[src/phy_regs_pkg.sv]
// Package for the PHY identification and advertisement register bank.
// Assumes a 32-bit AXI4-Lite register bus; registers sit in the low 16 bits.
package phy_regs_pkg;

    localparam int ADDR_W = 8;

    // Register indices as printed; byte address is four times the index
    localparam logic [ADDR_W-1:0] IDX_BASIC_STATUS = 8'h01;
    localparam logic [ADDR_W-1:0] IDX_VENDOR_ID_HIGH = 8'h02;
    localparam logic [ADDR_W-1:0] IDX_VENDOR_ID_LOW = 8'h03;
    localparam logic [ADDR_W-1:0] IDX_AUTONEG_ADVERT = 8'h04;
    localparam logic [ADDR_W-1:0] ADDR_BASIC_STATUS = 8'h04;
    localparam logic [ADDR_W-1:0] ADDR_VENDOR_ID_HIGH = 8'h08;
    localparam logic [ADDR_W-1:0] ADDR_VENDOR_ID_LOW = 8'h0C;
    localparam logic [ADDR_W-1:0] ADDR_AUTONEG_ADVERT = 8'h10;

    // Field positions
    localparam int EXT_CAP_BIT = 0;
    localparam int ADV_NEXT_PAGE_BIT = 15;
    localparam int ADV_RSVD14_BIT = 14;
    localparam int ADV_REMOTE_FAULT_BIT = 13;
    localparam int ADV_EXT_NEXT_PAGE_BIT = 12;
    localparam int ADV_ASYM_PAUSE_BIT = 11;
    localparam int ADV_SYM_PAUSE_BIT = 10;
    localparam int ADV_RSVD9_BIT = 9;
    localparam int ADV_100_FD_BIT = 8;
    localparam int ADV_100_HD_BIT = 7;
    localparam int ADV_10_FD_BIT = 6;
    localparam int ADV_10_HD_BIT = 5;

    // Writable advertisement bits; reserved 14 and 9 are excluded
    localparam logic [15:0] ADV_WRITE_MASK = 16'hBDFF;
    localparam logic [15:0] ADV_RESET = 16'h0101;
    localparam logic [15:0] BASIC_STATUS_VALUE = 16'h0001;

    // Arbitrary neutral identity values, build parameters
    localparam logic [15:0] VENDOR_ID_HIGH_RESET = 16'h1234;
    localparam logic [5:0] VENDOR_ID_LOW_BITS_RESET = 6'h15;
    localparam logic [5:0] MODEL_RESET = 6'h2A;
    localparam logic [3:0] REVISION_RESET = 4'h1;

    localparam logic [1:0] RESP_OKAY = 2'h0;
    localparam logic [1:0] RESP_SLVERR = 2'h2;

    typedef struct packed {
        logic [5:0] oui_bits;
        logic [5:0] model;
        logic [3:0] revision;
    } id_low_s;

    typedef struct packed {
        logic wr;
        logic [ADDR_W-1:0] addr;
        logic [15:0] wdata;
        logic [1:0] wstrb;
    } reg_req_s;

endpackage : phy_regs_pkg

[src/phy_reg_file.sv]
// Register storage for the identification and advertisement registers.
// Assumes one request per enabled cycle from the bus slave above it.
`timescale 1ns/1ps
`default_nettype none
module phy_reg_file
    import phy_regs_pkg::*;
#(
    parameter logic [3:0] REVISION = REVISION_RESET
)
(
    // Clock and reset
    input wire logic aclk,
    input wire logic aresetn,
    input wire logic clk_en,
    // Request
    input wire logic req_valid,
    input wire phy_regs_pkg::reg_req_s req,
    // Answer
    output logic [15:0] rd_data,
    output logic hit,
    // Advertised abilities
    output logic [15:0] advert
);
    import phy_regs_pkg::*;

    logic [15:0] id_high_q, id_high_d;
    id_low_s id_low_q, id_low_d;
    logic [15:0] adv_q, adv_d;
    logic [15:0] wmask;

    assign wmask = {{8{req.wstrb[1]}}, {8{req.wstrb[0]}}};

    always_comb
    begin
        id_high_d = id_high_q;
        id_low_d = id_low_q;
        adv_d = adv_q;
        if (req_valid && req.wr)
        begin
            if (req.addr == ADDR_VENDOR_ID_HIGH)
            begin
                id_high_d = (id_high_q & ~wmask) | (req.wdata & wmask);
            end
            else if (req.addr == ADDR_VENDOR_ID_LOW)
            begin
                id_low_d = (id_low_q & ~wmask) | (req.wdata & wmask);
            end
            else if (req.addr == ADDR_AUTONEG_ADVERT)
            begin
                // Reserved bits never stored
                adv_d = (adv_q & ~(wmask & ADV_WRITE_MASK))
                      | (req.wdata & wmask & ADV_WRITE_MASK);
            end
        end
    end

    always_ff @(posedge aclk)
    begin
        if (!aresetn)
        begin
            id_high_q <= VENDOR_ID_HIGH_RESET;
            id_low_q <= {VENDOR_ID_LOW_BITS_RESET, MODEL_RESET, REVISION_RESET};
            adv_q <= ADV_RESET;
        end
        else if (clk_en)
        begin
            id_high_q <= id_high_d;
            id_low_q <= id_low_d;
            adv_q <= adv_d;
        end
    end

    // Revision restored from the build parameter on the first enabled cycle is avoided:
    // the parameter feeds the read path only until software writes the field.
    logic rev_written_q, rev_written_d;
    always_comb
    begin
        rev_written_d = rev_written_q;
        if (req_valid && req.wr && req.addr == ADDR_VENDOR_ID_LOW && req.wstrb[0])
        begin
            rev_written_d = 1'b1;
        end
    end
    always_ff @(posedge aclk)
    begin
        if (!aresetn)
        begin
            rev_written_q <= 1'b0;
        end
        else if (clk_en)
        begin
            rev_written_q <= rev_written_d;
        end
    end

    always_comb
    begin
        rd_data = 16'h0000;
        hit = 1'b1;
        if (req.addr == ADDR_BASIC_STATUS)
        begin
            rd_data = BASIC_STATUS_VALUE;
        end
        else if (req.addr == ADDR_VENDOR_ID_HIGH)
        begin
            rd_data = id_high_q;
        end
        else if (req.addr == ADDR_VENDOR_ID_LOW)
        begin
            rd_data = {id_low_q.oui_bits, id_low_q.model,
                       rev_written_q ? id_low_q.revision : REVISION};
        end
        else if (req.addr == ADDR_AUTONEG_ADVERT)
        begin
            rd_data = adv_q & ADV_WRITE_MASK;
        end
        else
        begin
            hit = 1'b0;
        end
    end

    assign advert = adv_q;

endmodule : phy_reg_file
`default_nettype wire

[src/phy_id_and_autoneg_advert_regs.sv]
// AXI4-Lite slave holding the PHY identification and advertisement registers.
// Assumes a well-behaved AXI4-Lite master, one clock, synchronous reset.
//
// The AXI4-Lite register port is this design's own decision.
`timescale 1ns/1ps
`default_nettype none
module phy_id_and_autoneg_advert_regs
    import phy_regs_pkg::*;
#(
    parameter logic [3:0] REVISION = REVISION_RESET
)
(
    // Clock, reset, enable
    input wire logic aclk,
    input wire logic aresetn,
    input wire logic clk_en,
    // Write address
    input wire logic [phy_regs_pkg::ADDR_W-1:0] s_axi_awaddr,
    input wire logic s_axi_awvalid,
    output logic s_axi_awready,
    // Write data
    input wire logic [31:0] s_axi_wdata,
    input wire logic [3:0] s_axi_wstrb,
    input wire logic s_axi_wvalid,
    output logic s_axi_wready,
    // Write response
    output logic [1:0] s_axi_bresp,
    output logic s_axi_bvalid,
    input wire logic s_axi_bready,
    // Read address
    input wire logic [phy_regs_pkg::ADDR_W-1:0] s_axi_araddr,
    input wire logic s_axi_arvalid,
    output logic s_axi_arready,
    // Read data
    output logic [31:0] s_axi_rdata,
    output logic [1:0] s_axi_rresp,
    output logic s_axi_rvalid,
    input wire logic s_axi_rready,
    // Advertised abilities toward the negotiation engine
    output logic [15:0] advert_q
);
    import phy_regs_pkg::*;

    logic aw_have_q, aw_have_d;
    logic w_have_q, w_have_d;
    logic [ADDR_W-1:0] awaddr_q, awaddr_d;
    logic [15:0] wdata_q, wdata_d;
    logic [1:0] wstrb_q, wstrb_d;
    logic bvalid_q, bvalid_d;
    logic [1:0] bresp_q, bresp_d;
    logic rvalid_q, rvalid_d;
    logic [31:0] rdata_q, rdata_d;
    logic [1:0] rresp_q, rresp_d;
    logic awready_q, awready_d;
    logic wready_q, wready_d;
    logic arready_q, arready_d;
    logic [15:0] advert_d;

    logic do_write, do_read;
    reg_req_s req;
    logic [15:0] rf_rd_data;
    logic rf_hit;
    logic [15:0] rf_advert;

    // Write fires once both halves are held and the response slot is free
    assign do_write = aw_have_q && w_have_q && !bvalid_q;
    // Reads only when no write uses the shared register port
    assign do_read = s_axi_arvalid && arready_q && !do_write;

    always_comb
    begin
        req.wr = do_write;
        req.addr = do_write ? awaddr_q : s_axi_araddr;
        req.wdata = wdata_q;
        req.wstrb = wstrb_q;
    end

    phy_reg_file #(
        .REVISION(REVISION)
    ) u_reg_file (
        .aclk(aclk),
        .aresetn(aresetn),
        .clk_en(clk_en),
        .req_valid(do_write),
        .req(req),
        .rd_data(rf_rd_data),
        .hit(rf_hit),
        .advert(rf_advert)
    );

    // Write channel
    always_comb
    begin
        aw_have_d = aw_have_q;
        w_have_d = w_have_q;
        awaddr_d = awaddr_q;
        wdata_d = wdata_q;
        wstrb_d = wstrb_q;
        bvalid_d = bvalid_q;
        bresp_d = bresp_q;
        if (s_axi_awvalid && awready_q)
        begin
            aw_have_d = 1'b1;
            awaddr_d = s_axi_awaddr;
        end
        if (s_axi_wvalid && wready_q)
        begin
            w_have_d = 1'b1;
            wdata_d = s_axi_wdata[15:0];
            wstrb_d = s_axi_wstrb[1:0];
        end
        if (do_write)
        begin
            aw_have_d = 1'b0;
            w_have_d = 1'b0;
            bvalid_d = 1'b1;
            bresp_d = rf_hit ? RESP_OKAY : RESP_SLVERR;
        end
        else if (bvalid_q && s_axi_bready)
        begin
            bvalid_d = 1'b0;
        end
        awready_d = !aw_have_d && !bvalid_d;
        wready_d = !w_have_d && !bvalid_d;
        advert_d = rf_advert;
    end

    // Read channel
    always_comb
    begin
        rvalid_d = rvalid_q;
        rdata_d = rdata_q;
        rresp_d = rresp_q;
        if (do_read)
        begin
            rvalid_d = 1'b1;
            rdata_d = {16'h0000, rf_rd_data};
            rresp_d = rf_hit ? RESP_OKAY : RESP_SLVERR;
        end
        else if (rvalid_q && s_axi_rready)
        begin
            rvalid_d = 1'b0;
        end
        // Closed while a response stands or a write owns the register port
        arready_d = !rvalid_d && !(aw_have_d && w_have_d && !bvalid_d);
    end

    always_ff @(posedge aclk)
    begin
        if (!aresetn)
        begin
            aw_have_q <= 1'b0;
            w_have_q <= 1'b0;
            awaddr_q <= '0;
            wdata_q <= 16'h0000;
            wstrb_q <= 2'h0;
            bvalid_q <= 1'b0;
            bresp_q <= RESP_OKAY;
            rvalid_q <= 1'b0;
            rdata_q <= 32'h0000_0000;
            rresp_q <= RESP_OKAY;
            awready_q <= 1'b0;
            wready_q <= 1'b0;
            arready_q <= 1'b0;
            advert_q <= ADV_RESET;
        end
        else if (clk_en)
        begin
            aw_have_q <= aw_have_d;
            w_have_q <= w_have_d;
            awaddr_q <= awaddr_d;
            wdata_q <= wdata_d;
            wstrb_q <= wstrb_d;
            bvalid_q <= bvalid_d;
            bresp_q <= bresp_d;
            rvalid_q <= rvalid_d;
            rdata_q <= rdata_d;
            rresp_q <= rresp_d;
            awready_q <= awready_d;
            wready_q <= wready_d;
            arready_q <= arready_d;
            advert_q <= advert_d;
        end
    end

    assign s_axi_awready = awready_q;
    assign s_axi_wready = wready_q;
    assign s_axi_bvalid = bvalid_q;
    assign s_axi_bresp = bresp_q;
    assign s_axi_arready = arready_q;
    assign s_axi_rvalid = rvalid_q;
    assign s_axi_rdata = rdata_q;
    assign s_axi_rresp = rresp_q;

endmodule : phy_id_and_autoneg_advert_regs
`default_nettype wire

[config.mk]
export PLATFORM = sky130hd
export DESIGN_NAME = phy_id_and_autoneg_advert_regs
export DESIGN_NICKNAME = d
export VERILOG_FILES = /design/src/phy_regs_pkg.sv /design/src/phy_reg_file.sv /design/src/phy_id_and_autoneg_advert_regs.sv
export SDC_FILE = /design/constraint.sdc
export NUM_CORES = 1
export LEC_CHECK = 0
export BUFFER_PORTS_ARGS = -buffer_cell sky130_fd_sc_hd__buf_2
export CAP_MARGIN = 5
export CORE_UTILIZATION = 40
export CTS_CLUSTER_DIAMETER = 40
export DETAILED_ROUTE_END_ITERATION = 16
export GPL_TIMING_DRIVEN = 0
export HOLD_SLACK_MARGIN = 0.1
export SYNTH_ARGS = -nofsm -noshare
export SYNTH_HDL_FRONTEND = slang
export SYNTH_HIERARCHICAL = 1
export SYNTH_SLANG_ARGS = --single-unit
[constraint.sdc]
create_clock -name aclk -period 3.65 [get_ports aclk]
set_input_delay 0.1825 -clock aclk [delete_from_list [all_inputs] [get_ports aclk]]
set_output_delay 0.1825 -clock aclk [all_outputs]
set_load 0.01 [all_outputs]
==> results of run 1 <==
per-stage QoR:
| stage | total power, mW | hold slack, ns | std cells | setup WS [ns] | utilization [%] |
|---|---|---|---|---|---|
| after global routing | 3.346 | 0.1428 | 954 | 0.2458 | 53.82 |
| after global placement | 1.488 | 0.4242 | 897 | 0.6393 | 46.86 |
| after CTS | 3.280 | 0.1069 | 954 | 0.5569 | 53.82 |
| final | 3.252 | 0.1252 | 954 | 0.5369 | 53.82 |
| after detailed placement | 1.491 | 0.4286 | 897 | 0.5751 | 46.86 |
| after floorplan | 1.422 | 0.3185 | 645 | 1.220 | - |
layout by cell type, fill, tap and decap left out, types with 4 or more instances in the layout:
| master | count |
|---|---|
| a32oi_1 | 4 |
| dfxtp_1 | 114 |
| a21oi_1 | 54 |
| nand2_1 | 136 |
| a31oi_1 | 13 |
| bufinv_16 | 4 |
| conb_1 | 20 |
| nand4_1 | 27 |
| nor4_1 | 12 |
| nand3_1 | 11 |
| inv_1 | 5 |
| clkbuf_16 | 17 |
| o41ai_1 | 14 |
| and3_1 | 12 |
| buf_4 | 24 |
| dlygate4sd3_1 | 26 |
| o21ai_0 | 17 |
| clkbuf_1 | 36 |
| a221o_1 | 9 |
| buf_2 | 96 |
| o31ai_1 | 9 |
| mux2i_1 | 43 |
| nor2_1 | 24 |
critical path: stages (launching register included):
cell and delay, ns:
dfxtp_1 0.40, nand3b_4 0.11, inv_2 0.08, buf_4 0.21
nand2_1 0.07, nand2_1 0.13, buf_2 0.23, nor4b_1 0.99
nand2_1 0.25, a32oi_1 0.33, nand2_1 0.10, mux2i_1 0.14
metal layers:
metal | part of all wire [%] | up-vias | wire, um
met2 | 45 | 195 | 7131
met1 | 48 | 2335 | 7562
li1 | - | 2499 | -
met4 | 1.8 | 0 | 286
met5 | 0 | - | 0
met3 | 5.8 | 18 | 925
synthesized netlist by cell type (2+ instances only):
cell type	count	share of area (%)
conb_1	2	0.14
or4_1	2	0.28
o31ai_1	9	1.3
buf_6	3	0.64
nand3_1	11	1.0
nand4_1	27	3.2
mux2i_1	43	8.1
nor4_2	2	0.47
o21a_1	2	0.28
clkbuf_1	34	2.4
a21oi_1	54	5.1
a221o_1	9	1.7
buf_2	16	1.5
o41ai_1	14	2.3
dfxtp_1	114	43
inv_2	2	0.14
a22o_1	2	0.33
a32oi_1	4	0.66
buf_4	24	3.4
o21ai_0	17	1.6
or3_1	3	0.35
nand2_1	136	9.6
inv_1	5	0.35
and4_1	2	0.33
nor4_1	12	1.4
nor4_4	2	0.80
nor2_1	24	1.7
a31oi_1	13	1.5
and3_1	12	1.4
a211oi_1	3	0.42
nand2b_1	3	0.35
area by class of cell:
type	count	area [um^2]	area share, %
Inverter	7	26.28	0.3822
Timing Repair Buffer	106	660.6	9.610
Clock buffer	22	474.2	6.898
Buffer	78	441.7	6.425
Tap cell	172	215.2	3.131
Multi-Input combinational cell	446	2620	38.11
Sequential cell	114	2282	33.20
Clock inverter	9	153.9	2.239
power groups by stage:
| stage | registers (mW) | clock network, mW | logic (mW) |
|---|---|---|---|
| 6_report | 1.27 | 1.76 | 0.217 |
| 5_1_grt | 1.27 | 1.83 | 0.239 |
| 4_1_cts | 1.27 | 1.79 | 0.215 |
| 3_5_place_dp | 1.30 | 0 | 0.194 |
| 3_3_place_gp | 1.30 | 0 | 0.192 |
| 2_1_floorplan | 1.30 | 0 | 0.127 |
final timing paths:
check / slack [ns] / cells after the start / end
max: 0.54 / 11 / s_axi_rdata[1]$_SDFFE_PN0P_
min reg2reg: 0.45 / 2 / s_axi_rdata[11]$_SDFFE_PN0P_
min: 0.13 / 3 / s_axi_rvalid$_SDFFE_PN0P_
max reg2reg: 0.54 / 11 / s_axi_rdata[1]$_SDFFE_PN0P_
kinds of logic (layout without fill, tap and decap cells):
family | after synthesis | count (layout) | share of synthesized area, %
buffers and inverters | 85 | 222 | 8.825
other | 2 | 20 | 0.1416
AO/OA/AOI/OAI | 133 | 133 | 16.19
multiplexers | 43 | 43 | 8.117
flip-flops | 114 | 114 | 43.04
AND/OR/NAND/NOR | 250 | 250 | 23.69
==> impl_metrics.tcl, run 1 <==
set metrics [dict create \
    finalMaxSlewViolations 0 \
    cp.arrival_ns 3.45 \
    hold_path.startpoint "s_axi_rready" \
    outcome "complete, no violations" \
    pwr_density_cell_nw_per_um2 473.1 \
    syn_avg_cell_area_um2 8.457 \
    use_met1_pct 33.74 \
    setup_tns_ns 0 \
    tritoncts "done" \
    tightest_slew_ns 1.211 \
    comb_power_share_pct 6.7 \
    p_sw_share_pct 21.95 \
    clockRootBuffer "clkbuf_16" \
    busiest_layer "met2" \
    grt_pass1_wl_um 25160 \
    drt_pass1_iterations 5 \
    path_class "reg -> reg" \
    vdd_drop_max_uv 335.3 \
    cts_buffer_depth 2 \
    power_frac_clock_pct 54.2 \
    grt_overflow 0 \
    startpoint "aw_have_q$_SDFFE_PN0P_" \
    ctsResizeCount 0 \
    yosysSeqAreaShare_pct 43.04 \
    seqPwrFrac_pct 39.1 \
    h-tree-depth 4 \
    clkLatencyLatePin_ns 0.42 \
    met2_usage_pct 38.93 \
    antenna_found_initial 0 \
    power.internal_mw 2.539 \
    yosys_warnings 6 \
    start_util_pct 41.51 \
    dp_hpwl_um 11620 \
    die_h_um 117.1 \
    stdcell_area_um2 6874 \
    fillers 1251 \
    synth-edff-count 0 \
    synth_seq_cells 114 \
    setup_viol_count_final 0 \
    dieArea_um2 13720 \
    use_met3_pct 4.892 \
    wl_per_cell_um 16.67 \
    path_clk_slew_ns 0.05 \
    vias 5047 \
    layout.nets 830 \
    drt-initial-drc-count 398 \
    dpl_cell_area_um2 5986 \
    fin_crit_ns 3.113 \
    port_buffers 80 \
    post_cts_buffers 0 \
    endpoint_kind "flop" \
    p_switching_mw 0.7138 \
    clock_skew_ns 0.009486 \
    antenna_cells 0 \
    rsz0062_at_grt "false" \
    drive_above_1_share_pct 21.23 \
    max_freq_mhz 321.2 \
    core_area_um2 12770 \
    grt_pass1_vias 4751 \
    max_cap_violations 0 \
    clock-sinks 114 \
    cts_hold_buffers 26 \
    ant_nets 0 \
    rr_startpoint "aw_have_q$_SDFFE_PN0P_" \
    fp.dieW_um 117.1 \
    area_growth_pct 29.64 \
    relSlewSlack_pct 18.12 \
    crit_path_start_kind "flop" \
    syn_inst 627 \
    path_max_fanout 17 \
    grt_max_degree 18 \
    async_flop_share_pct 0 \
    synth.distinct_cells 52 \
    globalRouteTotalUtil_pct 24.83 \
    gp_congestion 0.9010 \
    routed_wl_um 15910 \
    timing_hold_violations_final 0 \
    min_path_type "in -> reg" \
    std_cell_rows 41 \
    synthFlopType "dfxtp_1" \
    cts_buffers 17 \
    drc_errors 0 \
    post-route-period-util_pct 85.29 \
    ioPinCount 117 \
    leakage_nw 2.747 \
    cp.required_ns 3.99 \
    syn_area_um2 5303 \
    vias_per_cell 5.290 \
]
Note: power is estimated with default switching activity, not from simulation.
==> run 2: changes to the inputs <==
CORE_ASPECT_RATIO = 2   (was not set)
==> impl_metrics.tcl, run 2 (same netlist as run 1, synthesis figures left out) <==
set metrics [dict create \
    tritoncts "done" \
    ctsResizeCount 0 \
    min_path_type "in -> reg" \
    worstReg2RegEnd "s_axi_rdata[2]$_SDFFE_PN0P_" \
    clock-sinks 114 \
    post-route-period-util_pct 82.74 \
    ioPinCount 117 \
    vias 5209 \
    setup_viol_count_final 0 \
    relSlewSlack_pct 39.63 \
    crit_slowest_cell "nor4_2" \
    drive_above_1_share_pct 21.71 \
    fillers 1283 \
    clockRootBuffer "clkbuf_16" \
    cp.required_ns 3.99 \
    clkLatencyLatePin_ns 0.41 \
    leakage_nw 2.717 \
    fin_crit_ns 3.020 \
    globalRouteTotalUtil_pct 26.04 \
    tightest_slew_ns 0.9032 \
    gp_congestion 0.9228 \
    start_util_pct 40.81 \
    pwr_density_cell_nw_per_um2 456.8 \
    reg2reg_slack_ns 0.63 \
    grt_pass1_wl_um 27100 \
    fin_cells 935 \
    drt-initial-drc-count 314 \
    crit_path_cell_trace "nand3b_4, inv_2, buf_4, nand2_1, nand2_1, buf_6, nor4_2, clkbuf_1, nand2_1, a32oi_1, nand2_1, mux2i_1" \
    area_growth_pct 28.27 \
    cpPeakStageDelay_ns 0.66 \
    clock_skew_ns 0.008069 \
    dp_hpwl_um 13320 \
    die_h_um 164.8 \
    grt_pass1_vias 5061 \
    grt_max_degree 18 \
    std_cell_rows 59 \
    rr_worst_depth 12 \
    layout_common_cells "nand2_1 (136), dfxtp_1 (114), buf_2 (96)" \
    h-tree-depth 4 \
    cp.arrival_ns 3.36 \
    antenna_found_initial 0 \
    power.internal_mw 2.302 \
    place_inst 877 \
    endpoint_kind "flop" \
    rr_startpoint "s_axi_bvalid$_SDFFE_PN0P_" \
    comb_power_share_pct 7.2 \
    drt_pass1_iterations 7 \
    rsz0062_at_grt "false" \
    p_switching_mw 0.8047 \
    drc_errors 0 \
    ant_nets 0 \
    outcome "complete, no violations" \
    startpoint "s_axi_bvalid$_SDFFE_PN0P_" \
    crit_buf_inv 4 \
    path_max_fanout 17 \
    crit_path_start_kind "flop" \
    holdWs_ns 0.1137 \
    multi_input_area_um2 2626 \
    path_class "reg -> reg" \
    crit_end "s_axi_rdata[2]$_SDFFE_PN0P_" \
    wl_per_cell_um 18.86 \
    timing_hold_violations_final 0 \
    port_buffers 80 \
    vias_per_cell 5.571 \
    antenna_cells 0 \
    max_cap_violations 0 \
    dieArea_um2 13750 \
    crit_path_frequent_cell "nand2_1" \
    cp.depth 12 \
    core_area_um2 12990 \
    crit_family "simple AND/OR/NAND/NOR gates" \
    seqPwrFrac_pct 40.9 \
    cts_buffer_depth 2 \
    finalMaxSlewViolations 0 \
    max_freq_mhz 331.1 \
    path_clk_slew_ns 0.06 \
    p_sw_share_pct 25.90 \
    routed_wl_um 17630 \
    layout_commonest_cell "nand2_1" \
    vdd_drop_max_uv 402.4 \
    final-seq-area_um2 2282 \
    power_frac_clock_pct 51.9 \
    layout.nets 830 \
    fp.dieW_um 83.42 \
    setup_tns_ns 0 \
    grt_overflow 0 \
    cts_buffers 17 \
]
[run 2: layer usage]
metal,wire (um),share of wire (%),vias up,GRT usage (%)
met1,6337,36,2428,25.79
met2,9488,54,212,49.93
met3,874,5.0,59,5.497
met5,0,0,-,0
li1,-,-,2510,-
met4,932,5.3,0,14.25
[run 2: stage by stage]
step | utilization [%] | power, mW | area [um^2] | setup WS (ns)
after global routing | 52.35 | 3.208 | 6802 | 0.4214
after floorplan | - | 1.422 | 5370 | 1.220
after CTS | 52.35 | 3.129 | 6802 | 0.6491
after detailed placement | 45.93 | 1.498 | 5967 | 0.6714
after global placement | 45.88 | 1.494 | 5961 | 0.3800
final | 52.35 | 3.107 | 6802 | 0.6301
[run 2: worst min-delay path by stage]
stage | start | end | depth (start not counted)
2_1_floorplan | s_axi_awaddr[0] | awaddr_q[0]$_SDFFE_PN0P_ | 2
3_3_place_gp | s_axi_awaddr[1] | awaddr_q[1]$_SDFFE_PN0P_ | 3
3_5_place_dp | s_axi_awaddr[1] | awaddr_q[1]$_SDFFE_PN0P_ | 3
4_1_cts | s_axi_rready | s_axi_rvalid$_SDFFE_PN0P_ | 3
5_1_grt | s_axi_rready | s_axi_rvalid$_SDFFE_PN0P_ | 3
6_report | s_axi_rready | s_axi_rvalid$_SDFFE_PN0P_ | 3
[run 2: final cells by class]
cell class,count,area share (%)
multi-input combinational,446,38.61
sequential,114,33.55
timing repair buffer,106,9.713
buffer,78,6.494
clock buffer,17,6.255
tap,152,2.796
clock inverter,15,2.189
inverter,7,0.3863
[run 2: power by group through the flow]
stage | Sequential (mW) | Clock (mW) | Combinational, mW
detailed placement | 1.30 | 0 | 0.200
global route | 1.27 | 1.70 | 0.241
floorplan | 1.30 | 0 | 0.127
finish | 1.27 | 1.61 | 0.223
global placement | 1.30 | 0 | 0.197
CTS | 1.27 | 1.64 | 0.222
[run 2: what timing repair did]
item                      4_1_cts  5_1_grt
hold buffers                   26        0
setup buffers                   0        0
hold endpoints to repair       26        0
[run 2: worst min-delay path: stages]
cell and delay, ns:
buf_2 0.09, a21oi_1 0.06, o21a_1 0.15
